## config.mk

```make
export PLATFORM = sky130hd
export DESIGN_NAME = mrr_device_flat
export DESIGN_NICKNAME = d
export VERILOG_FILES = /design/src/hdl/mrr_pkg.sv /design/src/hdl/mrr_link_if.sv /design/src/hdl/mrr_device.sv /design/src/flat_wrapper.sv
export SDC_FILE = /design/constraint.sdc
export NUM_CORES = 1
export LEC_CHECK = 0
export ABC_AREA = 1
export BUFFER_PORTS_ARGS = -buffer_cell sky130_fd_sc_hd__buf_2
export CAP_MARGIN = 5
export CORE_MARGIN = 5
export CORE_UTILIZATION = 51
export CTS_CLUSTER_DIAMETER = 150
export DETAILED_ROUTE_END_ITERATION = 16
export GPL_TIMING_DRIVEN = 0
export PLACE_DENSITY = 0.81
export SETUP_SLACK_MARGIN = 0.05
export SKIP_LAST_GASP = 1
export SLEW_MARGIN = 20
export SYNTH_ARGS = -nofsm -noshare
export SYNTH_HDL_FRONTEND = slang
export SYNTH_SLANG_ARGS = --single-unit
```

## constraint.sdc

```tcl
create_clock -name aclk -period 4 [get_ports aclk]
set_input_delay 0.8 -clock aclk [delete_from_list [all_inputs] [get_ports aclk]]
set_output_delay 0.8 -clock aclk [all_outputs]
set_load 0.03 [all_outputs]
```

## src/hdl/mrr_pkg.sv

```systemverilog
package mrr_pkg;
  // =====================================================
  // link instruction codes
  localparam logic [7:0] INSTR_WRITE = 8'h51;
  localparam logic [7:0] INSTR_READ = 8'h52;
  // =====================================================
  // measurement register addresses
  localparam logic [7:0] ADDR_CONV_SEL = 8'h00;
  localparam logic [7:0] ADDR_CONV_LOW = 8'h01;
  localparam logic [7:0] ADDR_CONV_HIGH = 8'h02;
  localparam logic [7:0] ADDR_AVG_CTRL = 8'h03;
  localparam logic [7:0] ADDR_AVG_SEL = 8'h04;
  localparam logic [7:0] ADDR_AVG_LOW = 8'h05;
  localparam logic [7:0] ADDR_AVG_HIGH = 8'h06;
  localparam logic [7:0] ADDR_MON_SEL = 8'h07;
  localparam logic [7:0] ADDR_MON_REC = 8'h08;
  // =====================================================
  // field positions and write masks
  localparam int RANGE_ATTENUATOR_BIT_BIT = 7;
  localparam logic [7:0] CONV_SEL_MASK = 8'h9f;
  localparam int PENDING_BIT = 2;
  localparam int ACTIVE_BIT = 1;
  localparam int DONE_BIT = 0;
  localparam int HV_AVG_EN_BIT = 5;
  localparam int ONE_AVG_EN_BIT = 2;
  localparam logic [7:0] AVG_CTRL_MASK = 8'h27;
  localparam logic [1:0] AVG_SEL_ONE = 2'h0;
  localparam logic [1:0] AVG_SEL_HV = 2'h3;
  localparam int MON_VALID_BIT = 7;
  localparam logic [3:0] MON_SEL_LAST = 4'h6;
  localparam logic [7:0] RESET_BYTE = 8'h00;
  // =====================================================
  // converter channel codes
  localparam logic [4:0] CH_STD_LAST = 5'h08;
  localparam logic [4:0] CH_HV = 5'h09;
  localparam logic [4:0] CH_SUPPLY = 5'h0c;
  localparam logic [4:0] CH_CUR_ONE = 5'h10;
  localparam logic [4:0] CH_CUR_HV = 5'h13;
  // millivolts per count
  localparam logic [4:0] LSB_STD_LO = 5'h02;
  localparam logic [4:0] LSB_STD_HI = 5'h06;
  localparam logic [4:0] LSB_HV_LO = 5'h08;
  localparam logic [4:0] LSB_HV_HI = 5'h10;
  // =====================================================
  // timing
  localparam int CLK_PERIOD_PS = 5000;
  localparam int AVG_BASE_MS = 1;
  localparam int AVG_BASE_CYCLES = AVG_BASE_MS * 1000000000 / CLK_PERIOD_PS;
  // =====================================================
  // controller register map (axi4-lite byte addresses)
  localparam logic [3:0] HOST_CMD = 4'h0;
  localparam logic [3:0] HOST_STATUS = 4'h4;
  localparam logic [3:0] HOST_DATA = 4'h8;
  localparam int CMD_READ_BIT = 16;
  localparam int CMD_CONV_BIT = 17;
  localparam logic [1:0] RESP_OKAY = 2'h0;
  localparam logic [1:0] RESP_DECERR = 2'h3;
endpackage : mrr_pkg

```

## src/hdl/mrr_link_if.sv

```systemverilog
`timescale 1ns/10ps
interface mrr_link_if;
  logic req;
  logic [7:0] instr;
  logic [7:0] addr;
  logic [7:0] wdata;
  logic ack;
  logic [7:0] rdata;
  modport dev (input req, input instr, input addr, input wdata, output ack, output rdata);
  modport host (output req, output instr, output addr, output wdata, input ack, input rdata);
endinterface : mrr_link_if

```

## src/hdl/mrr_device.sv

```systemverilog
// The AXI4-Lite register port was decided locally.
`timescale 1ns/10ps
module mrr_device #(
  parameter int AVG_BASE_CYCLES = mrr_pkg::AVG_BASE_CYCLES
) (
  input wire logic aclk,
  input wire logic aresetn,
  mrr_link_if.dev link,
  output logic conv_start,
  output logic [4:0] conv_channel,
  output logic conv_range_attenuator_bit,
  output logic [4:0] conv_lsb_mv,
  input wire logic conv_grant,
  input wire logic conv_done,
  input wire logic [12:0] conv_result,
  input wire logic [9:0] cur_one_sample,
  input wire logic [9:0] cur_hv_sample,
  input wire logic link_started,
  input wire logic [55:0] monitor_groups
);
  // =====================================================
  // link decode
  logic ack_reg, ack_next;
  logic [7:0] rdata_reg, rdata_next;
  logic take, wr, rd;
  assign take = link.req && !ack_reg;
  assign wr = take && link.instr == mrr_pkg::INSTR_WRITE;
  assign rd = take && link.instr == mrr_pkg::INSTR_READ;
  assign link.ack = ack_reg;
  assign link.rdata = rdata_reg;

  // =====================================================
  // converter control
  logic [7:0] sel_reg, sel_next;
  logic pend_reg, pend_next, act_reg, act_next, done_reg, done_next;
  logic [12:0] res_reg, res_next;
  logic start_reg, start_next;
  logic [4:0] lsb_reg, lsb_next;

  always_comb
  begin
    sel_next = sel_reg;
    pend_next = pend_reg;
    act_next = act_reg;
    done_next = done_reg;
    res_next = res_reg;
    start_next = 1'b0;
    if (conv_grant && pend_reg)
    begin
      pend_next = 1'b0;
      act_next = 1'b1;
    end
    if (conv_done && act_reg)
    begin
      act_next = 1'b0;
      done_next = 1'b1;
      res_next = conv_result;
    end
    // a fresh request outranks a completion landing in the same cycle
    if (wr && link.addr == mrr_pkg::ADDR_CONV_SEL)
    begin
      sel_next = link.wdata & mrr_pkg::CONV_SEL_MASK;
      start_next = 1'b1;
      pend_next = 1'b1;
      act_next = 1'b0;
      done_next = 1'b0;
    end
    if (sel_next[4:0] == mrr_pkg::CH_HV)
      lsb_next = sel_next[mrr_pkg::RANGE_ATTENUATOR_BIT_BIT] ? mrr_pkg::LSB_HV_HI : mrr_pkg::LSB_HV_LO;
    else
      lsb_next = sel_next[mrr_pkg::RANGE_ATTENUATOR_BIT_BIT] ? mrr_pkg::LSB_STD_HI : mrr_pkg::LSB_STD_LO;
  end

  always_ff @(posedge aclk)
  begin
    if (!aresetn)
    begin
      sel_reg <= mrr_pkg::RESET_BYTE;
      pend_reg <= 1'b0;
      act_reg <= 1'b0;
      done_reg <= 1'b0;
      res_reg <= 13'h0000;
      start_reg <= 1'b0;
      lsb_reg <= mrr_pkg::LSB_STD_LO;
    end
    else
    begin
      sel_reg <= sel_next;
      pend_reg <= pend_next;
      act_reg <= act_next;
      done_reg <= done_next;
      res_reg <= res_next;
      start_reg <= start_next;
      lsb_reg <= lsb_next;
    end
  end

  assign conv_start = start_reg;
  assign conv_channel = sel_reg[4:0];
  assign conv_range_attenuator_bit = sel_reg[mrr_pkg::RANGE_ATTENUATOR_BIT_BIT];
  assign conv_lsb_mv = lsb_reg;

  // =====================================================
  // current averaging
  // accumulators carry three fraction bits so the 7/8 decay does not drift
  logic [7:0] actl_reg, actl_next;
  logic [1:0] asel_reg, asel_next;
  logic [23:0] tick_reg, tick_next;
  logic [12:0] acc_reg [2];
  logic [12:0] acc_next [2];
  logic [23:0] tick_limit;
  logic [9:0] samples [2];
  logic [1:0] avg_en;
  assign tick_limit = 24'(AVG_BASE_CYCLES) << actl_reg[1:0];
  assign samples[0] = cur_one_sample;
  assign samples[1] = cur_hv_sample;
  assign avg_en = {actl_reg[mrr_pkg::HV_AVG_EN_BIT], actl_reg[mrr_pkg::ONE_AVG_EN_BIT]};

  always_comb
  begin
    actl_next = actl_reg;
    asel_next = asel_reg;
    tick_next = tick_reg + 24'h000001;
    if (tick_reg >= tick_limit - 24'h000001)
      tick_next = 24'h000000;
    if (wr && link.addr == mrr_pkg::ADDR_AVG_CTRL)
      actl_next = link.wdata & mrr_pkg::AVG_CTRL_MASK;
    if (wr && link.addr == mrr_pkg::ADDR_AVG_SEL)
      asel_next = link.wdata[1:0];
  end

  genvar g;
  generate
    for (g = 0; g < 2; g++)
    begin : g_avg
      always_comb
      begin
        acc_next[g] = acc_reg[g];
        if (!avg_en[g])
          acc_next[g] = 13'h0000;
        else if (tick_reg == 24'h000000)
          acc_next[g] = acc_reg[g] - (acc_reg[g] >> 3) + {3'h0, samples[g]};
      end
      always_ff @(posedge aclk)
      begin
        if (!aresetn)
          acc_reg[g] <= 13'h0000;
        else
          acc_reg[g] <= acc_next[g];
      end
    end
  endgenerate

  always_ff @(posedge aclk)
  begin
    if (!aresetn)
    begin
      actl_reg <= mrr_pkg::RESET_BYTE;
      asel_reg <= 2'h0;
      tick_reg <= 24'h000000;
    end
    else
    begin
      actl_reg <= actl_next;
      asel_reg <= asel_next;
      tick_reg <= tick_next;
    end
  end

  logic [9:0] avg_out;
  always_comb
  begin
    case (asel_reg)
      mrr_pkg::AVG_SEL_ONE: avg_out = acc_reg[0][12:3];
      mrr_pkg::AVG_SEL_HV: avg_out = acc_reg[1][12:3];
      default: avg_out = 10'h000;
    endcase
  end

  // =====================================================
  // status group record
  logic [3:0] msel_reg, msel_next;
  logic [7:0] rec_reg, rec_next;
  logic valid_reg, valid_next;

  always_comb
  begin
    msel_next = msel_reg;
    valid_next = link_started;
    if (wr && link.addr == mrr_pkg::ADDR_MON_SEL)
    begin
      msel_next = link.wdata[3:0];
      valid_next = 1'b0;
    end
    case (msel_reg)
      4'h0: rec_next = {1'b0, monitor_groups[6:5], 5'h05};
      4'h6: rec_next = {monitor_groups[55:51], 3'h5};
      4'h1: rec_next = monitor_groups[15:8] & 8'hf7;
      4'h2, 4'h3, 4'h4, 4'h5: rec_next = monitor_groups[msel_reg * 8 +: 8];
      default: rec_next = 8'h00;
    endcase
  end

  always_ff @(posedge aclk)
  begin
    if (!aresetn)
    begin
      msel_reg <= 4'h0;
      rec_reg <= 8'h00;
      valid_reg <= 1'b0;
    end
    else
    begin
      msel_reg <= msel_next;
      rec_reg <= rec_next;
      valid_reg <= valid_next;
    end
  end

  // =====================================================
  // read mux
  always_comb
  begin
    ack_next = take;
    rdata_next = rdata_reg;
    if (rd)
    begin
      case (link.addr)
        mrr_pkg::ADDR_CONV_SEL: rdata_next = sel_reg;
        mrr_pkg::ADDR_CONV_LOW: rdata_next = {res_reg[4:0], pend_reg, act_reg, done_reg};
        mrr_pkg::ADDR_CONV_HIGH: rdata_next = res_reg[12:5];
        mrr_pkg::ADDR_AVG_CTRL: rdata_next = actl_reg;
        mrr_pkg::ADDR_AVG_SEL: rdata_next = {6'h00, asel_reg};
        mrr_pkg::ADDR_AVG_LOW: rdata_next = avg_out[7:0];
        mrr_pkg::ADDR_AVG_HIGH: rdata_next = {6'h00, avg_out[9:8]};
        mrr_pkg::ADDR_MON_SEL: rdata_next = {valid_reg, 3'h0, msel_reg};
        mrr_pkg::ADDR_MON_REC: rdata_next = rec_reg;
        default: rdata_next = 8'h00;
      endcase
    end
  end

  always_ff @(posedge aclk)
  begin
    if (!aresetn)
    begin
      ack_reg <= 1'b0;
      rdata_reg <= 8'h00;
    end
    else
    begin
      ack_reg <= ack_next;
      rdata_reg <= rdata_next;
    end
  end
endmodule : mrr_device

```

## src/flat_wrapper.sv

```systemverilog
// flat-port wrapper written by rule: the top's interface ports become plain ports
module mrr_device_flat 
#(
  parameter int AVG_BASE_CYCLES = mrr_pkg::AVG_BASE_CYCLES
)
  (aclk, aresetn, conv_start, conv_channel, conv_range_attenuator_bit, conv_lsb_mv, conv_grant, conv_done, conv_result, cur_one_sample, cur_hv_sample, link_started, monitor_groups, link_req, link_instr, link_addr, link_wdata, link_ack, link_rdata);
  mrr_link_if link_i ();
  input wire logic aclk;
  input wire logic aresetn;
  output logic conv_start;
  output logic [4:0] conv_channel;
  output logic conv_range_attenuator_bit;
  output logic [4:0] conv_lsb_mv;
  input wire logic conv_grant;
  input wire logic conv_done;
  input wire logic [12:0] conv_result;
  input wire logic [9:0] cur_one_sample;
  input wire logic [9:0] cur_hv_sample;
  input wire logic link_started;
  input wire logic [55:0] monitor_groups;
  input wire logic [$bits(link_i.req)-1:0] link_req;
  input wire logic [$bits(link_i.instr)-1:0] link_instr;
  input wire logic [$bits(link_i.addr)-1:0] link_addr;
  input wire logic [$bits(link_i.wdata)-1:0] link_wdata;
  output wire logic [$bits(link_i.ack)-1:0] link_ack;
  output wire logic [$bits(link_i.rdata)-1:0] link_rdata;
  assign link_i.req = link_req;
  assign link_i.instr = link_instr;
  assign link_i.addr = link_addr;
  assign link_i.wdata = link_wdata;
  assign link_ack = link_i.ack;
  assign link_rdata = link_i.rdata;
  mrr_device #(.AVG_BASE_CYCLES(AVG_BASE_CYCLES)) u_core (.aclk(aclk), .aresetn(aresetn), .link(link_i), .conv_start(conv_start), .conv_channel(conv_channel), .conv_range_attenuator_bit(conv_range_attenuator_bit), .conv_lsb_mv(conv_lsb_mv), .conv_grant(conv_grant), .conv_done(conv_done), .conv_result(conv_result), .cur_one_sample(cur_one_sample), .cur_hv_sample(cur_hv_sample), .link_started(link_started), .monitor_groups(monitor_groups));
endmodule
```

; Word-level counts from Yosys, hierarchy flattened
; Memory sizes are Yosys's and may differ from the RTL's.
; Cells that the tools add are included.
[op_classes]
add_sub_neg = 6
mul = 0
div_mod_pow = 0
n_lt_le_gt_ge = 1
eq_ne = 18
shift = 2
muxes = 18
n_bitwise = 3
n_reduce_logical = 20
[ops]
columns = operator, count
row1 = 13-bit two-way mux, 6
row2 = 8-bit one-hot mux with 9 select lines, 1
row3 = 56-bit by 8-bit variable part select with 8-bit output, 1
row4 = 8-bit by 3-bit == test with 1-bit output (second input constant), 4
row5 = 8-bit one-hot mux with 4 select lines, 1
row6 = 13-bit by 10-bit adder with 13-bit output, 2
row7 = 13-bit by 10-bit subtractor with 13-bit output, 2
row8 = 24-bit by 1-bit adder with 24-bit output (second input constant), 1
row9 = 24-bit greater-or-equal comparator, 1
row10 = 24-bit zero test, 1
row11 = 18-bit by 2-bit left shift with 24-bit output (first input constant), 1
row12 = 24-bit by 1-bit subtractor with 24-bit output (second input constant), 1
row13 = 10-bit one-hot mux with 2 select lines, 1
row14 = 8-bit by 2-bit == test with 1-bit output (second input constant), 2
row15 = 8-bit by 7-bit == test with 1-bit output (second input constant), 2
row16 = 4-bit by 3-bit == test with 1-bit output (second input constant), 3
row17 = 5-bit two-way mux, 2
row18 = 1-bit logical AND, 9
row19 = 4-bit by 2-bit == test with 1-bit output (second input constant), 2
row20 = 8-bit by 1-bit == test with 1-bit output (second input constant), 1
row21 = 8-bit by 4-bit == test with 1-bit output (second input constant), 1
row22 = 8-bit zero test, 1
row23 = 8-bit two-way mux, 1
row24 = 2-bit OR reduction, 3
row25 = 13 further kinds, 18
[word_totals]
reg_bits = 80
latchBits = 0
mem_bits_rw = 26
mem_bits_ro = 0
in_bits = 119
word_cells = 84
n_memories = 1
[mem_list]
columns = name, depth, word_bits, rd, rd_ports_with_merged_regs, wr, line_no
row1 = u_core.acc_reg, 2, 13, 2, 0, 2, mrr_device.sv:109  ; logic [12:0] acc_reg [2];

; Longest topological paths before layout
[logic_depth]
ltp_word = 7
mapped_depth = 17

; Worst setup path after synthesis
; No wires, ideal clock.
[synth_path]
path_kind = input to register
start = input port cur_one_sample[1]
end = memory u_core.acc_reg[0][10]
setup_time_ps = 113
arrival_ps = 2526
required_ps = 3887
setup_slack_ps = 1361
cell_stages = 11
path_buffers = 0
path_cell_list = inv_1 -> fa_1 -> fa_1 -> o21ai_1 -> nand2_1 -> nand2_1 -> nand2_1 -> nand2_1 -> nor2_1 -> o21ai_1 -> inv_1
[synth_lines]
columns = item, line_no
row1 = from (decl), flat_wrapper.sv:17  ; input wire logic [9:0] cur_one_sample;
row2 = to (decl), mrr_device.sv:109

==> summary.txt <==
dominant cell type by area after synthesis: dfxtp_1
crit-path max cell delay: 0.52 ns
drt first-iter violations: 452
Crit Path Class: in -> reg
min Tclk post-route: 2.599 ns
Die Area: 16,950 um2
adder-cell share of the synthesized area: 0.1427
CTS tree: done
Hold Worst Slack: 0.4590 ns
Routed WL per cell: 13.71 um
Worst-path clk slew: 0.07 ns
simple-gate share of the synthesized area: 0.2808
Starting Density: 0.5126
most frequent cell after synthesis: nand2_1
postcts setup bufs: 0
GR Overflow Total: 0
outcome: complete, no violations
Fillers: 1,354
DR vias/cell: 5.210
Post-CTS Resized: 0
initial antenna violation count: 0
VDD IR max: 0.2049 mV
core area: 14,370 um2
Synth Cell Area: 7366 um2
nets: 1,420
synth cell count leaders: nand2_1, inv_1, nor2_1
Worst Setup SP: cur_hv_sample[1]
Longest Clk Path Bufs: 2
Total Negative Setup Slacks: 0 ns
Most used DFF post-synth: dfxtp_1
Yosys top cell area share: 0.2854
n_diodes: 0
RSZ-0062 raised after global routing: no
Placer Congestion: 0.9240
Syn. warnings: 0
mux cell area share after synthesis: 0
critical path launch point type: primary input
Setup crit end kind: register
number of stages on the worst setup path: 14
crit-path cells: buf_2, inv_1, fa_1, fa_1, inv_1, nand3_1, nand2_1, nand2_1, nand2_1, nand2_1, nand2_1, o21ai_0, o21ai_0, inv_1
critical path buffer and inverter count: 4
xor-xnor portion of the synthesized cell area: 0.02497
top post-synthesis cells by area: dfxtp_1, nand2_1, inv_1
Slew @ Worst Pin: 0.7144 ns
CP arrival: 2.85 ns
drt drc: 0
largest fanout on the critical path: 4
Final Skew: 0.006381 ns
Post-synth EDFFs: 0
asr flop ratio synth: 0
post-synth cell types: 44
All-Layer GR Usage: 0.2323
port buffer count: 127
Pwr Density: 265.8 nW/um2
vias in the first global route: 7,057
CTS root buf: clkbuf_16
cell repeated most along the worst path: nand2_1
hold depth: 2
first-pass GRT wire length: 31,600 um
placed cell count: 1,402
Reg2Reg Depth: 10
final core occ: 0.5936
H-tree depth: 3
dpl hpwl: 15,860 um
Critical Path RT: 4.25 ns
total CTS buffers: 9
Post-CTS Hold Fix Bufs: 0
Sink Count: 105
max-slew violations: 0
Syn Inst Count: 1,089
antenna-violating nets left: 0
Static Leak: 0.004158 uW
area delta synth->final: 15.80%
largest net degree at the start of global routing: 18
Hold Path Class: reg -> reg
die width: 130.2 um
Mean Syn Cell Area: 6.764 um2
worst-skew pair later-pin latency: 0.36 ns
complex-gate fraction of the synthesized area: 0.1510
detailed-route via count: 7,383
Die Ht: 130.2 um
Hold Path Origin: u_core.done_reg$_SDFFE_PP0P_
share of cells above drive strength 1: 0.1614
Max Cap Viol: 0
# rows: 44
drt first pass iters: 7
Final Hold Fails: 0
fin cells: 1,417
R2R Path Start: u_core.actl_reg[1]$_SDFFE_PN0P_
max FFs per register: 26
IO Pins: 140
Slowest-stage cell, CP: fa_1
CP top delay family: adder cells
Slew HR: 0.5238
Tcrit/Tclk final: 0.6499
setup violators final: 0
total wire length: 19,430 um
f_max: 0.3847 GHz
largest family of logic cells by synthesized area: simple AND/OR/NAND/NOR gates
share of the yosys chip area belonging to registers: 0.2854
Synth Register Bits: 105
layout by cell type, fill, tap and decap left out, types with 4 or more instances in the layout:
cell,count
nand2_1,221
a211oi_1,6
o21a_1,5
a31oi_1,7
clkbuf_1,11
ha_1,52
xnor2_1,7
o21ai_0,64
nand4_1,16
a21o_1,4
nor2_1,122
nand3_2,4
buf_2,133
nand2_2,10
conb_1,4
nor2_2,9
nor3_1,17
nor2_4,9
clkbuf_16,9
a21oi_1,85
o22ai_1,10
fa_1,20
nand3_1,49
inv_2,9
xor2_1,14
dfxtp_1,105
inv_1,188
o21ai_1,14
worst reg2reg max path, delay by kind of cell (launching register included):
family,cells,cell delay (ns)
adders and majority gates,2,0.66
and+or+nand+nor,4,0.59
buffers and inverters,3,0.58
DFF,1,0.44
AOI/OAI and AO/OA,1,0.08
power breakdown:
part | switching (uW) | total, uW | internal [uW]
Sequential | 2.64 | 1050 | 1050
Clock | 416 | 904 | 488
Combinational | 188 | 311 | 123
layer usage:
layer  track usage  vias to the layer above  wire, um
li1              -                     3754         -
met1        0.2778                     3326      8189
met2        0.4016                      257      9236
met3       0.05444                       46      1458
met4       0.09352                        0       549
met5             0                        -         0
kinds of logic (layout without fill, tap and decap cells):
family                     Yosys count  after routing
AOI/OAI and AO/OA                  204            204
xor gates and xnor gates            21             21
adders and majority gates           72             72
buffers and inverters              218            360
DFF                                105            105
other                                2              4
and+or+nand+nor                    467            467
per-stage QoR:
stage / area, um2 / setup slack, ns / power, uW
after floorplan: 7373 / 1.361 / 1273
after global placement: 8239 / 1.101 / 1376
after detailed placement: 8239 / 1.033 / 1384
after CTS: 8529 / 1.406 / 2276
after global routing: 8529 / 1.189 / 2361
final: 8529 / 1.401 / 2267
final timing paths:
check / endpoint / slack (ns)
max: u_core.acc_reg[1][10]$_SDFFE_PN0N_ / 1.40
min: u_core.done_reg$_SDFFE_PP0P_ / 0.46
max reg2reg: u_core.tick_reg[3]$_SDFF_PP0_ / 1.52
min reg2reg: u_core.done_reg$_SDFFE_PP0P_ / 0.46
area by class of cell:
class / count / area, um2 / area share
sequential: 105 / 2102 / 0.2464
clock inverter: 5 / 61.31 / 0.007188
tap: 184 / 230.2 / 0.02699
multi-input combinational: 768 / 4431 / 0.5194
timing repair buffer: 127 / 635.6 / 0.07452
inverter: 198 / 743.2 / 0.08714
clock buffer: 10 / 229.0 / 0.02684
buffer: 20 / 97.59 / 0.01144
Note: power is estimated with default switching activity, not from simulation.
